<file path="src/rtl/fcp_map.svh">
// Register offsets, reset values and field positions for flash content protection
`ifndef FCP_MAP_SVH
`define FCP_MAP_SVH
// Register indices as printed (not multiples of four: byte address is index * 4)
`define FCP_IDX_ADDR_TOP 16'ha012
`define FCP_IDX_GUARD_LO 16'ha013
`define FCP_IDX_GUARD_HI 16'ha014
`define FCP_IDX_LOW_BOUND 16'ha025
`define FCP_IDX_HIGH_BOUND 16'ha026
`define FCP_IDX_CMD 16'ha020
`define FCP_IDX_ADDR_LOW 16'ha023
`define FCP_IDX_ADDR_HIGH 16'ha022
`define FCP_IDX_CMD_STAT 16'ha030
`define FCP_IDX_IRQ_STAT 16'ha031
`define FCP_IDX_IRQ_CLR 16'ha032
`define FCP_IDX_IRQ_EN 16'ha033
`define FCP_IDX_UNLOCK 16'ha034
// Reset values
`define FCP_RST_LOW_BOUND 8'hff
`define FCP_RST_HIGH_BOUND 8'h00
`define FCP_RST_BYTE 8'h00
// Fields
`define FCP_ENABLE_BIT 7
`define FCP_PAGE_TOP 8'hff
`define FCP_CMD_ERASE 5'h08
`define FCP_CMD_WRITE 5'h04
`define FCP_CMD_READ 5'h10
`define FCP_UNLOCK_KEY 8'ha5
`define FCP_ZERO_BYTE 8'h00
`define FCP_PAGE_ONE 8'h01
`define FCP_SECTOR_SHIFT 4
`define FCP_LOW_OFFSET 4'h1
`define FCP_HIGH_OFFSET 4'h9
`define FCP_RESP_OKAY 2'b00
`define FCP_RESP_SLVERR 2'b10
`endif

</file>
<file path="src/rtl/fcp_pkg.sv">
// Types shared by the flash content protection block
`default_nettype none
package fcp_pkg;
	// Command issued to the flash array after checking
	typedef struct packed {
		logic [4:0] code;
		logic [15:0] addr;
	} fcp_cmd_t;
	// Command tracker states
	typedef enum logic [2:0] {
		FCP_IDLE = 3'b001,
		FCP_ISSUE = 3'b010,
		FCP_WAIT = 3'b100
	} fcp_state_t;
endpackage : fcp_pkg
`default_nettype wire

</file>
<file path="src/rtl/fcp_top.sv">
// Flash content protection: zone checks, write-once read guard, AXI4-Lite registers
// Summary of operation
// - Each erase or write command written to the command register is checked against the zones and aborted with failure if inside.
// - Two zones exist, a low one from the bottom of flash and a high one up to the top.
// - The low bound counts 256-byte pages, and pages below the bound minus one are protected.
// - The low bound resets to all ones so the low zone covers pages 00 to fd after reset.
// - The high bound counts 256-byte pages, and pages above the bound plus one up to page ff are protected.
// - The high bound resets to zero so the high zone covers pages 02 to ff after reset.
// - Guarded addresses return zero to code reads and to flash byte read commands.
// - Both guard registers clear to zero on any reset.
// - Range bits can only be set by writing ones and only a reset clears them.
// - Writing 0x80 to the high guard register sets the update enable, and range bits change only while it is set.
// - Once any range bit is set the update enable clears and stays zero until reset.
// - Low guard bit n protects from (n+1)*4KB up, high guard bit n from (n+9)*4KB up.
// - With several range bits set the lowest one decides the start of the guarded region.
// - A refused command sets the failure flag, which stays until the next command.
// - Sector erase checks the sector given by the upper eight address bits.
`include "fcp_map.svh"
`timescale 1ns/1ps
`default_nettype none
module fcp_top
	import fcp_pkg::*;
(
	// Clock and reset
	input wire logic aclk,
	input wire logic aresetn,
	// AXI4-Lite write address and data
	input wire logic [17:0] s_axi_awaddr,
	input wire logic s_axi_awvalid,
	output logic s_axi_awready,
	input wire logic [31:0] s_axi_wdata,
	input wire logic [3:0] s_axi_wstrb,
	input wire logic s_axi_wvalid,
	output logic s_axi_wready,
	// AXI4-Lite write response
	output logic [1:0] s_axi_bresp,
	output logic s_axi_bvalid,
	input wire logic s_axi_bready,
	// AXI4-Lite read
	input wire logic [17:0] s_axi_araddr,
	input wire logic s_axi_arvalid,
	output logic s_axi_arready,
	output logic [31:0] s_axi_rdata,
	output logic [1:0] s_axi_rresp,
	output logic s_axi_rvalid,
	input wire logic s_axi_rready,
	// Code read port from the core
	input wire logic [15:0] code_addr,
	input wire logic [7:0] code_raw_data,
	output logic [7:0] code_data,
	// Flash array command port
	output fcp_cmd_t flash_cmd,
	output logic flash_cmd_valid,
	input wire logic flash_done,
	input wire logic [7:0] flash_raw_data,
	// Interrupt
	output logic irq
);

	// ************************************************************
	// Register state
	// ************************************************************
	logic [7:0] addr_top_ff;
	logic [7:0] addr_high_ff;
	logic [7:0] addr_low_ff;
	logic [7:0] guard_lo_ff;
	logic [7:0] guard_hi_ff;
	logic [7:0] low_bound_ff;
	logic [7:0] high_bound_ff;
	logic [7:0] read_data_ff;
	logic fail_ff;
	logic busy_ff;
	logic unlock_ff;
	logic [1:0] irq_stat_ff;
	logic [1:0] irq_en_ff;
	fcp_state_t state_ff;
	fcp_cmd_t cmd_ff;

	// ************************************************************
	// AXI4-Lite slave
	// ************************************************************
	logic aw_held_ff;
	logic w_held_ff;
	logic [17:0] aw_addr_ff;
	logic [31:0] w_data_ff;
	logic [3:0] w_strb_ff;
	logic bvalid_ff;
	logic [1:0] bresp_ff;
	logic rvalid_ff;
	logic [31:0] rdata_ff;
	logic [1:0] rresp_ff;
	logic wr_fire;
	logic [15:0] wr_idx;
	logic [7:0] wr_byte;
	logic wr_lane;
	logic rd_fire;
	logic [15:0] rd_idx;
	logic wr_hit;
	logic rd_hit;

	assign s_axi_awready = !aw_held_ff && !bvalid_ff;
	assign s_axi_wready = !w_held_ff && !bvalid_ff;
	assign s_axi_bvalid = bvalid_ff;
	assign s_axi_bresp = bresp_ff;
	assign s_axi_arready = !rvalid_ff;
	assign s_axi_rvalid = rvalid_ff;
	assign s_axi_rdata = rdata_ff;
	assign s_axi_rresp = rresp_ff;
	assign wr_fire = aw_held_ff && w_held_ff && !bvalid_ff;
	assign wr_idx = aw_addr_ff[17:2];
	assign wr_byte = w_data_ff[7:0];
	assign wr_lane = w_strb_ff[0];
	assign rd_fire = s_axi_arvalid && !rvalid_ff;
	assign rd_idx = s_axi_araddr[17:2];

	// Address and data may arrive in either order; hold each until both are in
	always_ff @(posedge aclk) begin
		if (!aresetn) begin
			aw_held_ff <= 1'b0;
			w_held_ff <= 1'b0;
			aw_addr_ff <= 18'h00000;
			w_data_ff <= 32'h00000000;
			w_strb_ff <= 4'h0;
		end else begin
			if (s_axi_awvalid && s_axi_awready) begin
				aw_held_ff <= 1'b1;
				aw_addr_ff <= s_axi_awaddr;
			end else if (wr_fire) begin
				aw_held_ff <= 1'b0;
			end
			if (s_axi_wvalid && s_axi_wready) begin
				w_held_ff <= 1'b1;
				w_data_ff <= s_axi_wdata;
				w_strb_ff <= s_axi_wstrb;
			end else if (wr_fire) begin
				w_held_ff <= 1'b0;
			end
		end
	end

	// Decode of known indices; unmapped ones answer SLVERR
	always_comb begin
		case (wr_idx)
			`FCP_IDX_ADDR_TOP, `FCP_IDX_ADDR_HIGH, `FCP_IDX_ADDR_LOW, `FCP_IDX_CMD,
			`FCP_IDX_GUARD_LO, `FCP_IDX_GUARD_HI, `FCP_IDX_LOW_BOUND, `FCP_IDX_HIGH_BOUND,
			`FCP_IDX_IRQ_CLR, `FCP_IDX_IRQ_EN, `FCP_IDX_UNLOCK: wr_hit = 1'b1;
			default: wr_hit = 1'b0;
		endcase
		case (rd_idx)
			`FCP_IDX_ADDR_TOP, `FCP_IDX_ADDR_HIGH, `FCP_IDX_ADDR_LOW, `FCP_IDX_CMD,
			`FCP_IDX_GUARD_LO, `FCP_IDX_GUARD_HI, `FCP_IDX_LOW_BOUND, `FCP_IDX_HIGH_BOUND,
			`FCP_IDX_CMD_STAT, `FCP_IDX_IRQ_STAT, `FCP_IDX_IRQ_CLR, `FCP_IDX_IRQ_EN,
			`FCP_IDX_UNLOCK: rd_hit = 1'b1;
			default: rd_hit = 1'b0;
		endcase
	end

	// Write response one cycle after both halves are held
	always_ff @(posedge aclk) begin
		if (!aresetn) begin
			bvalid_ff <= 1'b0;
			bresp_ff <= `FCP_RESP_OKAY;
		end else if (wr_fire) begin
			bvalid_ff <= 1'b1;
			bresp_ff <= wr_hit ? `FCP_RESP_OKAY : `FCP_RESP_SLVERR;
		end else if (s_axi_bready) begin
			bvalid_ff <= 1'b0;
		end
	end

	// Read data is registered; write-only clear register reads as zero
	always_ff @(posedge aclk) begin
		if (!aresetn) begin
			rvalid_ff <= 1'b0;
			rdata_ff <= 32'h00000000;
			rresp_ff <= `FCP_RESP_OKAY;
		end else if (rd_fire) begin
			rvalid_ff <= 1'b1;
			rresp_ff <= rd_hit ? `FCP_RESP_OKAY : `FCP_RESP_SLVERR;
			case (rd_idx)
				`FCP_IDX_ADDR_TOP: rdata_ff <= {24'h000000, addr_top_ff};
				`FCP_IDX_ADDR_HIGH: rdata_ff <= {24'h000000, addr_high_ff};
				`FCP_IDX_ADDR_LOW: rdata_ff <= {24'h000000, addr_low_ff};
				`FCP_IDX_CMD: rdata_ff <= {24'h000000, read_data_ff};
				`FCP_IDX_GUARD_LO: rdata_ff <= {24'h000000, guard_lo_ff};
				`FCP_IDX_GUARD_HI: rdata_ff <= {24'h000000, guard_hi_ff};
				`FCP_IDX_LOW_BOUND: rdata_ff <= {24'h000000, low_bound_ff};
				`FCP_IDX_HIGH_BOUND: rdata_ff <= {24'h000000, high_bound_ff};
				`FCP_IDX_CMD_STAT: rdata_ff <= {29'h00000000, unlock_ff, busy_ff, fail_ff};
				`FCP_IDX_IRQ_STAT: rdata_ff <= {30'h00000000, irq_stat_ff};
				`FCP_IDX_IRQ_EN: rdata_ff <= {30'h00000000, irq_en_ff};
				default: rdata_ff <= 32'h00000000;
			endcase
		end else if (s_axi_rready) begin
			rvalid_ff <= 1'b0;
		end
	end

	// ************************************************************
	// Timed access guard and plain registers
	// ************************************************************
	logic guarded_wr;
	logic cmd_wr;
	assign cmd_wr = wr_fire && wr_lane && wr_idx == `FCP_IDX_CMD && state_ff == FCP_IDLE;
	assign guarded_wr = wr_fire && wr_lane && unlock_ff;

	// One protected write per unlock; any other write with byte lane 0 strobed relocks
	always_ff @(posedge aclk) begin
		if (!aresetn) begin
			unlock_ff <= 1'b0;
		end else if (wr_fire && wr_lane) begin
			unlock_ff <= wr_idx == `FCP_IDX_UNLOCK && wr_byte == `FCP_UNLOCK_KEY;
		end
	end

	// Address bytes and zone bounds
	always_ff @(posedge aclk) begin
		if (!aresetn) begin
			addr_top_ff <= `FCP_RST_BYTE;
			addr_high_ff <= `FCP_RST_BYTE;
			addr_low_ff <= `FCP_RST_BYTE;
			low_bound_ff <= `FCP_RST_LOW_BOUND;
			high_bound_ff <= `FCP_RST_HIGH_BOUND;
		end else if (guarded_wr) begin
			if (wr_idx == `FCP_IDX_ADDR_TOP) addr_top_ff <= wr_byte;
			if (wr_idx == `FCP_IDX_ADDR_HIGH) addr_high_ff <= wr_byte;
			if (wr_idx == `FCP_IDX_ADDR_LOW) addr_low_ff <= wr_byte;
			if (wr_idx == `FCP_IDX_LOW_BOUND) low_bound_ff <= wr_byte;
			if (wr_idx == `FCP_IDX_HIGH_BOUND) high_bound_ff <= wr_byte;
		end
	end

	// ************************************************************
	// Write-once internal read guard
	// ************************************************************
	logic guard_en;
	logic [7:0] nxt_guard_lo;
	logic [6:0] nxt_guard_range_hi;
	assign guard_en = guard_hi_ff[`FCP_ENABLE_BIT];
	always_comb begin
		nxt_guard_lo = guard_lo_ff;
		nxt_guard_range_hi = guard_hi_ff[6:0];
		// Ones set range bits only while enabled
		if (guarded_wr && guard_en && wr_idx == `FCP_IDX_GUARD_LO)
			nxt_guard_lo = guard_lo_ff | wr_byte;
		if (guarded_wr && guard_en && wr_idx == `FCP_IDX_GUARD_HI)
			nxt_guard_range_hi = guard_hi_ff[6:0] | wr_byte[6:0];
	end

	always_ff @(posedge aclk) begin
		if (!aresetn) begin
			guard_lo_ff <= `FCP_RST_BYTE;
			guard_hi_ff <= `FCP_RST_BYTE;
		end else begin
			guard_lo_ff <= nxt_guard_lo;
			guard_hi_ff[6:0] <= nxt_guard_range_hi;
			// Enable sticks at zero once any range bit is set
			if (nxt_guard_lo != `FCP_ZERO_BYTE || nxt_guard_range_hi != 7'h00)
				guard_hi_ff[`FCP_ENABLE_BIT] <= 1'b0;
			// Enable set by writing its bit
			else if (guarded_wr && wr_idx == `FCP_IDX_GUARD_HI && wr_byte[`FCP_ENABLE_BIT])
				guard_hi_ff[`FCP_ENABLE_BIT] <= 1'b1;
		end
	end

	// Lowest set bit gives the start sector; 0 means off
	logic [3:0] guard_start;
	always_comb begin
		guard_start = 4'h0;
		for (int i = 6; i >= 0; i--) begin
			if (guard_hi_ff[i]) guard_start = 4'(i) + `FCP_HIGH_OFFSET;
		end
		for (int i = 7; i >= 0; i--) begin
			if (guard_lo_ff[i]) guard_start = 4'(i) + `FCP_LOW_OFFSET;
		end
	end

	function automatic logic fcp_guarded(input logic [3:0] start, input logic [15:0] a);
		fcp_guarded = start != 4'h0 && a[15:12] >= start;
	endfunction : fcp_guarded

	// Code reads of guarded space return zero
	assign code_data = fcp_guarded(guard_start, code_addr) ? `FCP_ZERO_BYTE : code_raw_data;

	// ************************************************************
	// Command check and tracking
	// ************************************************************
	logic [15:0] cmd_addr;
	logic [7:0] cmd_page;
	logic zone_hit;
	logic known_cmd;
	logic is_modify;
	logic refuse;
	assign cmd_addr = {addr_high_ff, addr_low_ff};
	// Erase uses the sector of the upper eight bits
	assign cmd_page = cmd_addr[15:8];
	// Nine-bit compare: bound 00 low or ff high empties a zone, no wrap
	assign zone_hit = ({1'b0, cmd_page} + {1'b0, `FCP_PAGE_ONE} < {1'b0, low_bound_ff})
		|| ({1'b0, cmd_page} > {1'b0, high_bound_ff} + {1'b0, `FCP_PAGE_ONE});
	assign is_modify = wr_byte[4:0] == `FCP_CMD_ERASE || wr_byte[4:0] == `FCP_CMD_WRITE;
	assign known_cmd = is_modify || wr_byte[4:0] == `FCP_CMD_READ;
	// Refuse modifying commands in a zone, and unknown or out of range ones
	assign refuse = !known_cmd || addr_top_ff != `FCP_ZERO_BYTE || (is_modify && zone_hit);

	always_ff @(posedge aclk) begin
		if (!aresetn) begin
			state_ff <= FCP_IDLE;
			cmd_ff <= '0;
			fail_ff <= 1'b0;
			busy_ff <= 1'b0;
			read_data_ff <= `FCP_RST_BYTE;
		end else begin
			case (state_ff)
				FCP_IDLE: begin
					if (cmd_wr && guarded_wr) begin
						// Failure stands until the next command
						fail_ff <= refuse;
						if (!refuse) begin
							cmd_ff <= '{code: wr_byte[4:0], addr: cmd_addr};
							busy_ff <= 1'b1;
							state_ff <= FCP_ISSUE;
						end
					end
				end
				FCP_ISSUE: state_ff <= FCP_WAIT;
				FCP_WAIT: begin
					if (flash_done) begin
						busy_ff <= 1'b0;
						state_ff <= FCP_IDLE;
						// Byte reads of guarded space return zero
						if (cmd_ff.code == `FCP_CMD_READ)
							read_data_ff <= fcp_guarded(guard_start, cmd_ff.addr)
								? `FCP_ZERO_BYTE : flash_raw_data;
					end
				end
				default: state_ff <= FCP_IDLE;
			endcase
		end
	end
	assign flash_cmd = cmd_ff;
	assign flash_cmd_valid = state_ff == FCP_ISSUE;

	// ************************************************************
	// Interrupts: bit0 refused, bit1 done
	// ************************************************************
	logic [1:0] irq_evt;
	assign irq_evt = {state_ff == FCP_WAIT && flash_done, cmd_wr && guarded_wr && refuse};
	always_ff @(posedge aclk) begin
		if (!aresetn) begin
			irq_stat_ff <= 2'b00;
			irq_en_ff <= 2'b00;
		end else begin
			// Set wins over a clear in the same cycle
			if (wr_fire && wr_lane && wr_idx == `FCP_IDX_IRQ_CLR)
				irq_stat_ff <= (irq_stat_ff & ~wr_byte[1:0]) | irq_evt;
			else
				irq_stat_ff <= irq_stat_ff | irq_evt;
			if (wr_fire && wr_lane && wr_idx == `FCP_IDX_IRQ_EN)
				irq_en_ff <= wr_byte[1:0];
		end
	end
	assign irq = |(irq_stat_ff & irq_en_ff);

	// ************************************************************
	// Assertions
	// ************************************************************
	a_refuse_no_issue: assert property (@(posedge aclk) disable iff (!aresetn)
		(state_ff == FCP_IDLE && cmd_wr && guarded_wr && refuse) |=> fail_ff && state_ff == FCP_IDLE)
		else $error("Refused command was issued");
	a_low_zone_fail: assert property (@(posedge aclk) disable iff (!aresetn)
		(state_ff == FCP_IDLE && cmd_wr && guarded_wr && is_modify
			&& cmd_page < low_bound_ff && cmd_page != low_bound_ff - `FCP_PAGE_ONE) |=> fail_ff)
		else $error("Low zone write not refused");
	a_high_zone_fail: assert property (@(posedge aclk) disable iff (!aresetn)
		(state_ff == FCP_IDLE && cmd_wr && guarded_wr && is_modify
			&& cmd_page > high_bound_ff && cmd_page != high_bound_ff + `FCP_PAGE_ONE) |=> fail_ff)
		else $error("High zone write not refused");
	a_code_read_zero: assert property (@(posedge aclk) disable iff (!aresetn)
		(guard_lo_ff[1:0] != 2'b00 && code_addr[15:13] != 3'b000) |-> code_data == `FCP_ZERO_BYTE)
		else $error("Guarded code read leaked data");
	a_guard_sticky: assert property (@(posedge aclk) disable iff (!aresetn)
		$past(aresetn) |-> ((guard_lo_ff & $past(guard_lo_ff)) == $past(guard_lo_ff)))
		else $error("Guard bit cleared without reset");
	a_enable_stuck: assert property (@(posedge aclk) disable iff (!aresetn)
		(guard_lo_ff != `FCP_ZERO_BYTE || guard_hi_ff[6:0] != 7'h00) |-> !guard_en)
		else $error("Update enable survived range set");
	a_locked_bound: assert property (@(posedge aclk) disable iff (!aresetn)
		(wr_fire && !unlock_ff) |=> $stable(low_bound_ff) && $stable(high_bound_ff))
		else $error("Bound changed without unlock");
	a_fail_holds: assert property (@(posedge aclk) disable iff (!aresetn)
		(fail_ff && !(cmd_wr && guarded_wr)) |=> fail_ff)
		else $error("Failure flag dropped early");
	a_issue_pulse: assert property (@(posedge aclk) disable iff (!aresetn)
		flash_cmd_valid |=> !flash_cmd_valid ##0 busy_ff)
		else $error("Issue pulse malformed");

endmodule : fcp_top
`default_nettype wire

</file>
<file path="config.mk">
export PLATFORM = sky130hd
export DESIGN_NAME = fcp_top
export DESIGN_NICKNAME = d
export VERILOG_FILES = /design/src/rtl/fcp_pkg.sv /design/src/rtl/fcp_top.sv
export VERILOG_INCLUDE_DIRS = /design/src /design/src/rtl
export SDC_FILE = /design/constraint.sdc
export NUM_CORES = 1
export LEC_CHECK = 0
export BUFFER_PORTS_ARGS = -buffer_cell sky130_fd_sc_hd__buf_2
export CORE_MARGIN = 4
export CORE_UTILIZATION = 45
export CTS_CLUSTER_DIAMETER = 120
export CTS_CLUSTER_SIZE = 30
export DETAILED_ROUTE_END_ITERATION = 16
export PLACE_DENSITY = 0.68
export SETUP_SLACK_MARGIN = 0.3
export SLEW_MARGIN = 20
export SYNTH_ARGS = -nofsm -noshare
export SYNTH_HDL_FRONTEND = slang
export SYNTH_SLANG_ARGS = --single-unit
</file>
<file path="constraint.sdc">
create_clock -name aclk -period 8.3 [get_ports aclk]
set_input_delay 1.66 -clock aclk [delete_from_list [all_inputs] [get_ports aclk]]
set_output_delay 1.66 -clock aclk [all_outputs]
set_load 0.005 [all_outputs]
</file>
# Word-level counts from Yosys, hierarchy flattened
# Cells that the tools add are included.
[word_totals]
regBits = 162
wordCells = 176
in_bits = 112
[op_classes]
bitwise_logic = 9
n_lt_le_gt_ge = 4
n_eq_ne = 35
muxes = 40
reduce_logical = 59
addsub = 2
[ops]
columns = ["operator", "n"]
rows = [
  ["== test 16 bit (second input constant)", 24],
  ["case mux 8 bit (11 select lines)", 1],
  ["2-to-1 mux 4 bit", 15],
  ["logical AND 1 bit", 25],
  ["2-to-1 mux 8 bit", 3],
  ["adder 8 x 1 -> 9 bit (second input constant)", 2],
  ["nonzero test 8 bit", 2],
  ["OR reduction 13 bit", 1],
  ["2-to-1 mux 1 bit", 12],
  ["AND reduction 2 bit", 6],
  ["OR reduction 11 bit", 1],
  ["== test 5 bit (second input constant)", 2],
  ["nonzero test 2 bit", 5],
  ["> comparator 8 x 9 -> 1 bit", 1],
  ["< comparator 9 x 8 -> 1 bit", 1],
  ["2-to-1 mux 3 bit", 3],
  ["case mux 3 bit (3 select lines)", 1],
  ["AND reduction 3 bit", 3],
  ["== test 8 bit (second input constant)", 1],
  [">= comparator 4 bit", 2],
  ["bitwise OR 8 bit", 1],
  ["2-to-1 mux 7 bit", 1],
  ["bitwise OR 7 bit", 1],
  ["nonzero test 7 bit", 1],
  ["other kinds (18)", 34],
]

# Logic depth before layout (Yosys ltp)
# Gate-level depths: netlist of run 1.
[logic_depth]
depth_word = 18
ltp_mapped = 12
mapped_depth_nobuf = 11

# Least setup slack after synthesis of run 1
# No wires, ideal clock.
[synth_path]
path_type = "input -> output"
startpoint = "in code_addr[12]"
endpoint = "out code_data[0]"
path_stages = 8
arrival_ps = 2777
path_slack_ps = 3863
path_buffers = 0
path_cell_list = "inv_1 -> ha_1 -> nand2b_1 -> a21o_1 -> a21o_1 -> a21oi_1 -> nor2_1 -> nor2b_1"
[synth_via]
elab_chain_cells = 3
[synth_lines]
columns = ["item", "line", "text"]
rows = [
  ["start: declaration", "fcp_top.sv:48", "input wire logic [15:0] code_addr,"],
  [">= comparator 4 bit", "fcp_top.sv:279", "fcp_guarded = start != 4'h0 && a[15:12] >= start;"],
  ["logical AND 1 bit", "fcp_top.sv:279", ""],
  ["2-to-1 mux 8 bit", "fcp_top.sv:283", "assign code_data = fcp_guarded(guard_start, code_addr) ? `FCP_ZERO_BYTE : code_raw_data;"],
  ["end: declaration", "fcp_top.sv:50", "output logic [7:0] code_data,"],
]
# No other way between the ends.

# Final worst setup path of run 1
[layout_path]
startpoint = "in code_addr[12]"
endpoint = "out code_data[2]"
# The elaborated chain is that of the path after synthesis.

==> out/results.txt, run 1 <==
Of the total synthesized cell area, the portion taken by AND, OR, NAND and NOR gates is 24.9%. For this run, the top clock speed supported by timing is 214 MHz. The most repeated cell in the gate-level netlist after synthesis is dfxtp_1. Entering global routing, the biggest net connects 92 pins. The setup path with the least slack is of type in -> out.

The global route total overflow was 0. Setup violations remaining at the end of the flow were counted as 0. The number of cells on the worst reg-to-reg path was 11. Sequential elements use 37.4% of the synthesized area.

The repair_antennas step left the layout with diodes totalling 0. The die extent in y was 134 µm; the adder-cell area share of the yosys netlist was 4.36%. In this run the most critical hold path is launched from s_axi_rdata[6]$_SDFFE_PN0P_. The share of the synthesized netlist area taken by xor and xnor gates was 1.83%; the yosys synthesis warning count was 0. The placed instances occupy a cell area of 7730 µm². The worst register-to-register path begins at high_bound_ff[0]$_SDFFE_PN0P_. Max-cap violations in this run came to 0. Counting every sink on the clock net gives 134. In this run the register-to-register setup slack is 4.93 ns. In the final layout, flip-flops and latches occupy 2680 µm². The tools report the core outline area as 15400 µm². Of all nets on the critical path, the largest fanout is 8. Hold repair after CTS inserted 0 buffers. On the final layout, the worst clock skew is 0.00542 ns. Combinational logic burns 7.0% of the power. The analysis attributes to cell leakage a power of 3.48 nW.

The number of distinct library cell variants in the gate-level netlist after synthesis came out at 72. The tools report the total iterations of the first detailed-routing run as 5. The logs give 0 for the number of gates resized after CTS and 7170 µm² for the area of the mapped netlist. Detailed placement ended at an HPWL of 14.8 mm. The run finished with clean final reports. TritonCTS built the clock tree. Summed over its instances, the top area cell type makes up 37.4% of the synthesized netlist area. In the routed layout, each cell is associated on average with a via count of 5.65.

The tools report the cell row count as 45. The share of cell area taken by muxes after synthesis is 4.19%. The worst setup path is captured at an output pin. The run gives 6081 as the via count of the first global-routing pass. The run gives 391 µW as the net switching component of the power. Cell type with the highest aggregate area in the netlist: dfxtp_1. The area of all placed cells without fillers was 8380 µm²; the worst slew slack as a fraction of its limit was 36.5%. The run gives 0.157 mV as the maximum vdd drop. The run gives 0 as the detailed-route DRC error count. The post-synthesis area per instance was 8.24 µm². In the synthesized netlist, the cells that appear most often are 134 x dfxtp_1, 100 x nand2_1, 99 x a21oi_1. For the number of antenna violations at the first check in global routing, the log shows 0. The post-route netlist has 17.6% of its cells at a drive strength greater than 1. The final-report max-slew violation count was 0. Post-CTS timing repair inserted 0 buffers for setup. The cell at the root of the clock tree is clkbuf_16.

The combinational family with the most area after synthesis was simple AND/OR/NAND/NOR gates. Sorting the synthesized cells by area gives the leading types as dfxtp_1 37%, a21oi_1 6.9%, nand2_1 5.2%. In this run switching power makes up 24.1% of total power. Synthesis produced a netlist whose cell count is 871. Port buffering added 114 buffers. The final cell utilization of the core came out at 54.3%. The worst hold path belongs to the class reg -> reg. The worst-case hold slack came out at 0.451 ns. For this run, the leading register cell type out of synthesis is dfxtp_1.

Once detail routing completed, the nets flagged for antenna violations numbered 0. The maximum buffer depth of the clock tree came out at 2. Number of H-tree levels: 4. The number of endpoints with negative hold slack in the final report was 0; the fraction of synthesis flops using an asynchronous set or reset pin was 0%. The worst reg2reg path endpoint is flash_cmd[16]$_SDFFE_PN0P_.

At the pin with the least slew margin, the transition time is 0.952 ns. For the clock group share of total power, the log shows 51.7%. The via count was 6677. Registers are responsible for 41.3% of the overall power. Subtracting the final worst setup slack from the clock period gives 4.66 ns. The area growth from synthesis to layout is 16.8%. The number of primary I/O pins was 184. The first global-routing pass estimated 32.5 mm of wire. The starting utilization of the core area came out at 46.5%.

Setup repair after global routing left no endpoint under its margin. Synthesis inferred 134 register bits. The hold-critical path depth came out at 2.

The worst path uses 56.2% of the clock period. Summing the areas of all compound-gate instances in the mapped netlist gives 20.1% of the synthesized area. The clock transition at the register clock pins on the worst setup and hold paths after CTS came out at 0.06 ns. The run gives 18000 µm² as the floorplan die area. The later pin in the worst-skew pair is clocked with a latency of 0.43 ns.

The final layout contains routed wiring with a total length of 20.6 mm. The required time of the worst setup path was 6.64 ns. The congestion estimate from routability-driven global placement came to 0.900. Data arrival time of the critical path: 3.00 ns. Yosys mapped a number of flops with a built-in enable equal to 0.

The x dimension of the die came out at 134 µm. The register with the most flip-flops in the layout has 21 of them. Tracing the worst setup path back leads to its startpoint at code_addr[12].

The path with the worst hold slack has its endpoint at s_axi_rdata[6]$_SDFFE_PN0P_. The average wire per standard cell works out to 17.4 µm. The worst setup path is launched from an input port. The net count of the finished layout is 1095. In this run the power density over the cells is 193 nW/µm².

After the first detailed-routing iteration, the DRC count stood at 668. In the global route stage, overall resource usage came out at 22.6%. The accumulated negative setup slack was 0 ns. The layout has 1494 filler cells. The internal power of the cells totals 1.23 mW. The tools report the total CTS buffers as 17.

In the final layout, the multi-input gates occupy 4070 µm².
==> cells by family after synthesis <==
family                     after synthesis
adders and majority gates               25
other                                    1
buffers and inverters                  104
xor gates and xnor gates                15
and+or+nand+nor                        327
AOI/OAI and AO/OA                      235
DFF                                    134
muxes                                   30
==> per-stage QoR <==
stage	total power, mW	cells	setup slack, ns
finish	1.62	1182	3.64
global route	1.66	1182	3.52
CTS	1.62	1182	3.62
detailed placement	0.795	1150	3.62
global placement	0.794	1150	3.63
floorplan	0.761	896	3.86
==> layout by cell type (no fill, tap or decap), drive strengths merged, types with 26 or more instances in the layout <==
cell type    n
dfxtp      134
buf        119
nand2      100
a21oi       99
nor2        75
o21ai       59
nand4       31
mux2i       30
inv         30
conb        26
==> worst max-delay path, cell delays in order <==
cell and delay, ns:
buf_2 0.07, inv_1 0.03, ha_1 0.26, nand2b_1 0.14, a21o_1 0.17, a21o_1 0.17
a21oi_1 0.13, nor2_1 0.12, nor2b_1 0.13, buf_2 0.12
==> power by group through the flow <==
stage / clock network (mW) / registers, mW / logic [mW]
after detailed placement: 0 / 0.683 / 0.112
final: 0.837 / 0.670 / 0.113
after CTS: 0.840 / 0.669 / 0.112
after global routing: 0.868 / 0.671 / 0.126
after floorplan: 0 / 0.674 / 0.0875
after global placement: 0 / 0.683 / 0.111
==> area by class of cell <==
cell class / instances / share of cell area, %
tap: 211 / 3.15
clock buffer: 17 / 5.08
multi-input combinational: 658 / 48.5
sequential: 134 / 32.0
timing repair buffer: 119 / 7.26
inverter: 28 / 1.27
clock inverter: 15 / 2.69
==> layer usage <==
metal / wire, µm / GRT usage, % / vias up / part of all wire (%)
li1: - / - / 3262 / -
met1: 9040 / 31.1 / 3102 / 44
met2: 9080 / 34.3 / 272 / 44
met3: 1910 / 5.59 / 41 / 9.3
met4: 571 / 8.77 / 0 / 2.8
met5: 0 / 0 / - / 0
==> worst max-delay path by stage <==
stage / end / slack, ns / cells after the start
2_1_floorplan: code_data[0] / 3.86 / 8
3_3_place_gp: code_data[4] / 3.63 / 10
3_5_place_dp: code_data[1] / 3.62 / 10
4_1_cts: code_data[1] / 3.62 / 10
5_1_grt: code_data[7] / 3.52 / 10
6_report: code_data[2] / 3.64 / 10
Note: power is estimated with default switching activity, not from simulation.
==> run 2: changes to the inputs <==
Settings changed: ABC_AREA set to 1.
Clock period 8.3 ns to 4.36 ns, I/O delays scaled along.
==> run 2 against run 1 <==
Against the previous run: clock skew about the same; utilization decreased by 0.28 points; non-clock buffer count is 3 lower; setup slack lost 3.0 ns; combinational power is 79% higher; sequential share of layout area up 0.40 points; clock power is 68% higher; sequential cell count unchanged; register-to-register slack got worse by 3.9 ns; wire length is 6.6% lower; design area shrank 1.2%.
==> out/results.txt, run 2 <==
The starting utilization of the core area is 46.3% (was 46.5%). The flip-flop count of the largest register, all copies and words added is 21 (unchanged). The yosys synthesis warning count is 0 (unchanged).

The tools report the cell at the root of the clock tree as clkbuf_16 (unchanged). Hold-critical path depth: 2 (unchanged). The number of primary I/O pins came out at 184 (unchanged). The power density over cell area was 349 nW/µm² (was 193 nW/µm²); the number of H-tree levels was 4 (unchanged). The via count came out at 6914 (was 6677). The tools report the global router's overall resource usage as 21.5% (was 22.6%). The gate count of the mapped netlist is 1023 (was 871), and the share of synthesized area occupied by flip-flops and latches is 37.8% (was 37.4%). The tools report the cell row count as 45 (unchanged). Most common cell after layout, fill and taps aside: inv_1 (was dfxtp_1). The count of nets after finishing was 1265 (was 1095); the clock transition at the register clock pins on the worst setup and hold paths after CTS was 0.06 ns (about the same). The class of the tightest hold or removal check is reg -> reg (unchanged).

The tools report the number of distinct library cell variants in the gate-level netlist after synthesis as 38 (was 72). The number of antenna violations at the first check in global routing is 0 (unchanged), and the detail-routed via count per cell is 5.11 (was 5.65). The element type at the critical path end was an output pin (unchanged). Setup repair after global routing left no endpoint under its margin.

The logs give 0 (unchanged) for the number of nets with antenna violations after detailed routing and 0 (unchanged) for the global route total overflow. The run finished with clean final reports. The tools report the number of hold-repair buffers added at the cts stage as 0 (unchanged).

The logs give 3.94 nW (was 3.48 nW) for the leakage dissipation and 0.43 ns (about the same) for the clock latency reported for the late side of the worst-skew pair. The via count of the first global-routing pass was 6259 (was 6081). The total of buffers placed on input and output ports works out to 114 (unchanged). The fraction of post-synthesis cell area in the top cell type by area was 37.8% (was 37.4%); the post-route clock skew was 0.00505 ns (was 0.00542 ns). The x dimension of the die came out at 134 µm (about the same). The area of the mapped netlist is 7090 µm² (was 7170 µm²). Commonest non-fill, non-tap cells in the layout: 158 x inv_1, 152 x nor2_1, 148 x nand2_1 (was 134 x dfxtp_1, 114 x buf_2, 100 x nand2_1). The post-synthesis area per instance was 6.93 µm² (was 8.24 µm²); the total iterations of the first detailed-routing run was 7 (was 5). Ranking of synthesized cells by area: dfxtp_1 38%, inv_1 8.4%, nor2_1 8.0% (was dfxtp_1 37%, a21oi_1 6.9%, nand2_1 5.2%).

The number of antenna repair diodes was 0 (unchanged). The maximum fanout count along the critical path was 8 (unchanged). For the number of design-rule violations left by the first detailed-router iteration, the log shows 496 (was 668).

The worst reg-to-reg setup slack was 1.02 ns (was 4.93 ns). The logs give 0.462 ns (was 0.451 ns) for the worst-case hold slack and 0.249 mV (was 0.157 mV) for the maximum vdd drop. Post-CTS setup buffer count: 0 (unchanged).

Pin count of the biggest net entering global routing: 62 (was 92). The average wire per standard cell works out to 14.2 µm (was 17.4 µm). The count of flip-flops with a built-in enable after synthesis came out at 0 (unchanged). Worst slew slack as a fraction of its limit: 37.4% (was 36.5%). The endpoint of the worst hold-timing path is s_axi_rdata[1]$_SDFFE_PN0P_ (was s_axi_rdata[6]$_SDFFE_PN0P_). The type of the worst setup path is reg -> out (was in -> out). For the required time of the worst setup path, the log shows 3.49 ns (was 6.64 ns). The number of cells on the worst reg-to-reg path came out at 17 (was 11). Worst reg2reg path startpoint: addr_high_ff[1]$_SDFFE_PN0P_ (was high_bound_ff[0]$_SDFFE_PN0P_). The most repeated cell in the gate-level netlist after synthesis was inv_1 (was dfxtp_1). The setup-violating endpoint count in the final report was 0 (unchanged); the fraction of synthesis flops using an asynchronous set or reset pin was 0% (unchanged). The die extent in y was 134 µm (about the same).

Floorplan die area: 17800 µm² (was 18000 µm²). The number of clock sinks seen by CTS is 134 (unchanged), and the accumulated negative setup slack is 0 ns (unchanged). The logs give 0 (unchanged) for the max-capacitance violation count and 1555 (was 1494) for the number of filler instances in the final layout. For the final cell utilization of the core, the log shows 54.0% (was 54.3%). The maximum buffer depth of the clock tree is 2 (unchanged). The tools report the post-detailed-placement half-perimeter wirelength as 14.5 mm (was 14.8 mm). The data arrival time of the critical path was 2.89 ns (was 3.00 ns); the final weighted congestion of routability-driven global placement was 1.01 (was 0.900). The detailed-route DRC error count is 0 (unchanged), and the total CTS buffers is 17 (unchanged). The final-report max-slew violation count came out at 0 (unchanged). The top achievable clock speed is 266 MHz.

The tools report the startpoint type of the worst setup path as a register (was an input port). Most used standard cells in the synthesized netlist: 159 x inv_1, 152 x nor2_1, 148 x nand2_1 (was 134 x dfxtp_1, 100 x nand2_1, 99 x a21oi_1). The launch instance of the worst min-delay path was s_axi_rdata[1]$_SDFFE_PN0P_ (was s_axi_rdata[6]$_SDFFE_PN0P_). The cell type with the highest aggregate area in the netlist was dfxtp_1 (unchanged). The number of gates resized after CTS is 0 (unchanged). The routed wire length is 19.2 mm (was 20.6 mm). The layout cell share with drive strength beyond 1 came out at 14.9% (was 17.6%). The flip-flop and latch count after synthesis was 134 (unchanged); the core outline area was 15300 µm² (was 15400 µm²). The slew at the pin closest to its max-slew limit works out to 0.939 ns (was 0.952 ns). The logs give 0 (unchanged) for the number of endpoints with negative hold slack in the final report and 30.9 mm (was 32.5 mm) for the wire length of the first global-routing pass. The final clock period utilization by the worst path was 86.4%. The worst reg2reg path endpoint is flash_cmd[15]$_SDFFE_PN0P_ (was flash_cmd[16]$_SDFFE_PN0P_). The area overhead of the layout relative to synthesis came out at 16.7% (was 16.8%). Most used flip-flop cell after synthesis: dfxtp_1 (unchanged). After layout, the minimum clock period comes to 3.77 ns.

TritonCTS built the clock tree.
[run 2: cell count changes in the layout (fill, tap and decap cells not counted), moves of 9 or more]
cell / change
o21ai_1: -24
nand2b_1: -9
mux2i_1: -30
o22ai_1: +24
nand4_1: -11
nand3_1: +22
o21ai_0: +34
nor4_1: -9
nor2b_1: -13
nor2_1: +79
nand2_1: +48
inv_1: +131
a22o_1: -17
[run 2: metrics by stage]
stage	worst slack, ns	total power, mW	cells	area, µm²
detailed placement	1.01	1.50	1320	7700
floorplan	1.45	1.44	1048	7190
finish	0.595	2.89	1352	8280
global route	0.340	2.98	1352	8280
global placement	1.06	1.50	1320	7700
CTS	0.565	2.90	1352	8280
[run 2: where the power goes]
part	total [mW]	switching, mW	internal [mW]
Sequential	1.28	0.0260	1.25
Clock	1.41	0.554	0.854
Combinational	0.202	0.136	0.0665
Total	2.89	0.715	2.17
[run 2: worst max-delay path, stage by stage, from the launching register on]
cell and delay, ns:
dfxtp_1 0.38, inv_1 0.09, nand2_1 0.09, nand3_1 0.07, nand3_1 0.07, nand3_1 0.06
nand3_1 0.07, nand2_1 0.05, a21oi_1 0.29, inv_1 0.13, ha_1 0.28, a21boi_0 0.12
o21a_1 0.17, o21a_1 0.16, o21ai_1 0.14, inv_2 0.09, nor2_1 0.09, buf_2 0.11
[run 2: per-layer routing]
layer | vias up | routed length (µm) | global-route usage, %
met4 | 0 | 336 | 7.37
met3 | 28 | 1610 | 4.12
met2 | 284 | 8920 | 35.4
met1 | 3110 | 8360 | 28.3
li1 | 3492 | - | -
met5 | - | 0 | 0
[run 2: cell families (layout without fill, tap and decap cells)]
kind of cell | count (synthesis) | count (layout) | synth area share (%)
AOI/OAI and AO/OA | 227 | 227 | 17.6
xor gates and xnor gates | 12 | 12 | 1.48
adders and majority gates | 25 | 25 | 4.41
buffers and inverters | 220 | 313 | 13.5
DFF | 134 | 134 | 37.8
other | 1 | 26 | 0.0529
and+or+nand+nor | 404 | 404 | 25.2
[run 2: area by class of cell]
type                       count  area, µm²  share of cell area (%)
multi-input combinational    694       3550                    42.9
sequential                   134       2680                    32.4
inverter                     165        619                    7.48
timing repair buffer         116        586                    7.08
clock buffer                  20        447                    5.40
tap                          211        264                    3.19
clock inverter                12        129                    1.56
[run 2: how the worst max path moves through the flow]
stage,from,endpoint,slack (ns),cells after the start
2_1_floorplan,guard_hi_ff[5]$_SDFF_PN0_,code_data[0],1.45,23
3_3_place_gp,guard_hi_ff[6]$_SDFF_PN0_,code_data[2],1.06,17
3_5_place_dp,addr_high_ff[1]$_SDFFE_PN0P_,flash_cmd[15]$_SDFFE_PN0P_,1.01,17
4_1_cts,guard_hi_ff[6]$_SDFF_PN0_,code_data[2],0.57,17
5_1_grt,guard_hi_ff[5]$_SDFF_PN0_,code_data[6],0.34,24
6_report,guard_hi_ff[6]$_SDFF_PN0_,code_data[2],0.59,17
==> run 3: changes to the inputs <==
Settings changed: TNS_END_PERCENT set to 1.
Clock period 4.36 ns to 3.7 ns, I/O delays scaled along.
==> run 3 against run 2 <==
Against the previous run: non-clock buffer count is 10 higher; setup slack got worse by 0.29 ns; via count decreased by 1.3%; critical path type unchanged; critical path depth is the same; clock skew rose by 0.00068 ns; design area increased by 1.8%; register-to-register slack worse by 0.27 ns; combinational power increased by 18%; first-iteration DRC count is 19% higher; sequential power is 18% higher.
==> out/results.txt, run 3 (synthesized netlist as in run 2, its figures left out) <==
The element type at the critical path end is an output pin (unchanged). The wire length of the first global-routing pass was 30.8 mm (was 30.9 mm); the pin count of the biggest net entering global routing was 92 (was 62). For the global route total overflow, the log shows 0 (unchanged).

For the clock latency reported for the late side of the worst-skew pair, the log shows 0.42 ns (was 0.43 ns). The run gives 2690 µm² (was 2680 µm²) as the flip-flop and latch area. The number of H-tree levels is 4 (unchanged). The tools report the number of clock sinks seen by CTS as 134 (unchanged). Cell breakdown of the critical path: inv_2, nand2_2, nand3_1, nand3_1, nand3_1, nand3_1, nand2_1, a21oi_2, inv_1, ha_1, a21boi_1, o21a_1, o21a_1, o21ai_1, inv_2, nor2_2, buf_2 (was inv_1, nand2_1, nand3_1, nand3_1, nand3_1, nand3_1, nand2_1, a21oi_1, inv_1, ha_1, a21boi_0, o21a_1, o21a_1, o21ai_1, inv_2, nor2_1, buf_2). The class of the tightest hold or removal check was reg -> reg (unchanged). The post-route clock skew came out at 0.00573 ns (was 0.00505 ns). The kind of cell adding the most delay to the critical path is compound AO/OA/AOI/OAI gates (unchanged). The clock transition at the register clock pins on the worst setup and hold paths after CTS is 0.06 ns (about the same). The post-detailed-placement half-perimeter wirelength is 14.4 mm (was 14.5 mm). The routed wire length is 19.2 mm (about the same), and the cell area after placement is 7720 µm² (was 7700 µm²). The clock period could shrink to 3.40 ns.

Data arrival time of the critical path: 2.66 ns (was 2.89 ns). The x dimension of the die is 134 µm (unchanged), and the maximum vdd drop is 0.328 mV (was 0.249 mV). The proportion of power drawn by combinational gates was 6.8% (was 7.0%); the relative contribution of sequential cells to total power was 43.1% (was 44.3%). The floorplan die area was 17800 µm² (unchanged). The cell at the root of the clock tree was clkbuf_16 (unchanged). The most numerous cell on the critical path was nand3_1 (unchanged).

The total CTS buffers is 17 (unchanged). The number of endpoints with negative hold slack in the final report was 0 (unchanged); the total iterations of the first detailed-routing run was 5 (was 7). The most common cell after layout, fill and taps aside was inv_1 (unchanged).

The flow ran to the end, and the final reports show no timing, DRC or antenna violations. The global router's overall resource usage was 21.4% (was 21.5%). The tools report the startpoint type of the worst setup path as a register (unchanged). The peak per-stage delay on the critical path is 0.36 ns (was 0.38 ns), and the total buffers and inverters traversed by the critical path is 4 (unchanged). The cell row count came out at 45 (unchanged). The tools report the number of antenna repair diodes as 0 (unchanged). Commonest non-fill, non-tap cells in the layout: 156 x inv_1, 150 x nor2_1, 145 x nand2_1 (was 158 x inv_1, 152 x nor2_1, 148 x nand2_1). The detailed-route DRC error count is 0 (unchanged). The average wire per standard cell works out to 14.1 µm (was 14.2 µm). The run gives 50.0% (was 48.7%) as the clock group share of total power.

TritonCTS built the clock tree. For the maximum buffer depth of the clock tree, the log shows 2 (unchanged). Switching power share of the total: 23.7% (was 24.8%). The leakage dissipation came out at 4.01 nW (was 3.94 nW). Maximum fanout count along the critical path: 8 (unchanged). For the number of antenna violations at the first check in global routing, the log shows 0 (unchanged). Layout cell share with drive strength beyond 1: 16.8% (was 14.9%). The net switching component of the power is 829 µW (was 715 µW), and the final weighted congestion of routability-driven global placement is 0.968 (was 1.01).

The master of the slowest instance on the critical path was dfxtp_2 (was dfxtp_1). The final clock period utilization by the worst path is 91.8%. The total area of multi-input combinational cells is 3580 µm² (was 3550 µm²).

The total of buffers placed on input and output ports works out to 114 (unchanged). The number of filler instances in the final layout was 1551 (was 1555); the flip-flop count of the largest register, all copies and words added was 21 (unchanged). The count of nets after finishing was 1275 (was 1265). The tools report the setup-violating endpoint count in the final report as 0 (unchanged). The final-report max-slew violation count was 0 (unchanged); the power density over cell area was 414 nW/µm² (was 349 nW/µm²). Die extent in y: 134 µm (unchanged). The number of primary I/O pins is 184 (unchanged). Number of cells in the design after placement: 1323 (was 1320).

The logs give 2.96 ns (was 3.49 ns) for the required time of the worst setup path and 8430 µm² (was 8280 µm²) for the area of all placed cells without fillers. The tools report the accumulated negative setup slack as 0 ns (unchanged). Detail-routed via count per cell: 5.01 (was 5.11). The tools report the core outline area as 15300 µm² (unchanged). The number of design-rule violations left by the first detailed-router iteration is 589 (was 496), and the via count is 6821 (was 6914). The starting utilization of the core area came out at 46.3% (unchanged). Setup repair after global routing could not meet its margin everywhere. Number of nets with antenna violations after detailed routing: 0 (unchanged). The slew at the pin closest to its max-slew limit was 0.916 ns (was 0.939 ns).

The run gives 2.66 mW (was 2.17 mW) as the cell-internal power. The logs give 0 (unchanged) for the max-capacitance violation count and 6217 (was 6259) for the via count of the first global-routing pass. The run gives 1361 (was 1352) as the non-filler instance count after layout. The area overhead of the layout relative to synthesis works out to 18.8% (was 16.7%).

The logs give 295 MHz for the top achievable clock speed and 38.7% (was 37.4%) for the worst slew slack as a fraction of its limit. Type of the worst setup path: reg -> out (unchanged).
## run 3: worst paths after layout
kind | start | endpoint | slack (ns) | depth (start not counted)
worst max-delay path | guard_hi_ff[6]$_SDFF_PN0_ | code_data[6] | 0.30 | 17
worst min-delay path | s_axi_rdata[5]$_SDFFE_PN0P_ | s_axi_rdata[5]$_SDFFE_PN0P_ | 0.46 | 2
worst max register to register | addr_high_ff[1]$_SDFFE_PN0P_ | flash_cmd[14]$_SDFFE_PN0P_ | 0.75 | 19
worst min register to register | s_axi_rdata[5]$_SDFFE_PN0P_ | s_axi_rdata[5]$_SDFFE_PN0P_ | 0.46 | 2
## run 3: metal layers
layer	track usage (%)	up-vias	wire length (µm)
li1	-	3515	-
met5	0	-	0
met4	5.89	0	289
met1	28.1	3061	8530
met3	5.32	24	1430
met2	35.2	221	8930
## run 3: per-stage QoR
step | total power [mW] | hold WS [ns] | utilization, % | setup slack (ns)
after global routing | 3.61 | 0.482 | 55.0 | 0.0503
after CTS | 3.51 | 0.464 | 54.9 | 0.246
after detailed placement | 1.77 | 0.456 | 50.4 | 0.515
after global placement | 1.77 | 0.450 | 50.4 | 0.561
after floorplan | 1.70 | 0.429 | - | 0.927
final | 3.49 | 0.461 | 55.0 | 0.305
## run 3: what timing repair did
| item | in CTS | in global routing |
|---|---|---|
| resized for setup | 13 | 3 |
| setup endpoints to repair | 8 | 8 |
| pin swaps | 5 | 5 |
| hold buffers | 0 | 0 |
| buffers inserted | 5 | 2 |
| cloned | 0 | 0 |
## run 3: tightest hold or removal path, stage by stage, from the launching register on
cell	delay (ns)
dfxtp_1	0.30
nand2_1	0.06
a21oi_1	0.05
## run 3: cell type report
| cell class | instances | area share, % |
|---|---|---|
| Timing Repair Buffer | 126 | 7.84 |
| Clock buffer | 20 | 5.54 |
| Sequential cell | 134 | 31.9 |
| Inverter | 165 | 7.35 |
| Clock inverter | 11 | 1.77 |
| Multi-Input combinational cell | 694 | 42.5 |
| Tap cell | 211 | 3.13 |
## run 3: power by group through the flow
stage / Sequential (mW) / Combinational [mW] / Clock (mW)
3_3_place_gp: 1.54 / 0.234 / 0
3_5_place_dp: 1.54 / 0.236 / 0
5_1_grt: 1.51 / 0.272 / 1.83
2_1_floorplan: 1.53 / 0.168 / 0
4_1_cts: 1.51 / 0.238 / 1.77
6_report: 1.51 / 0.239 / 1.75
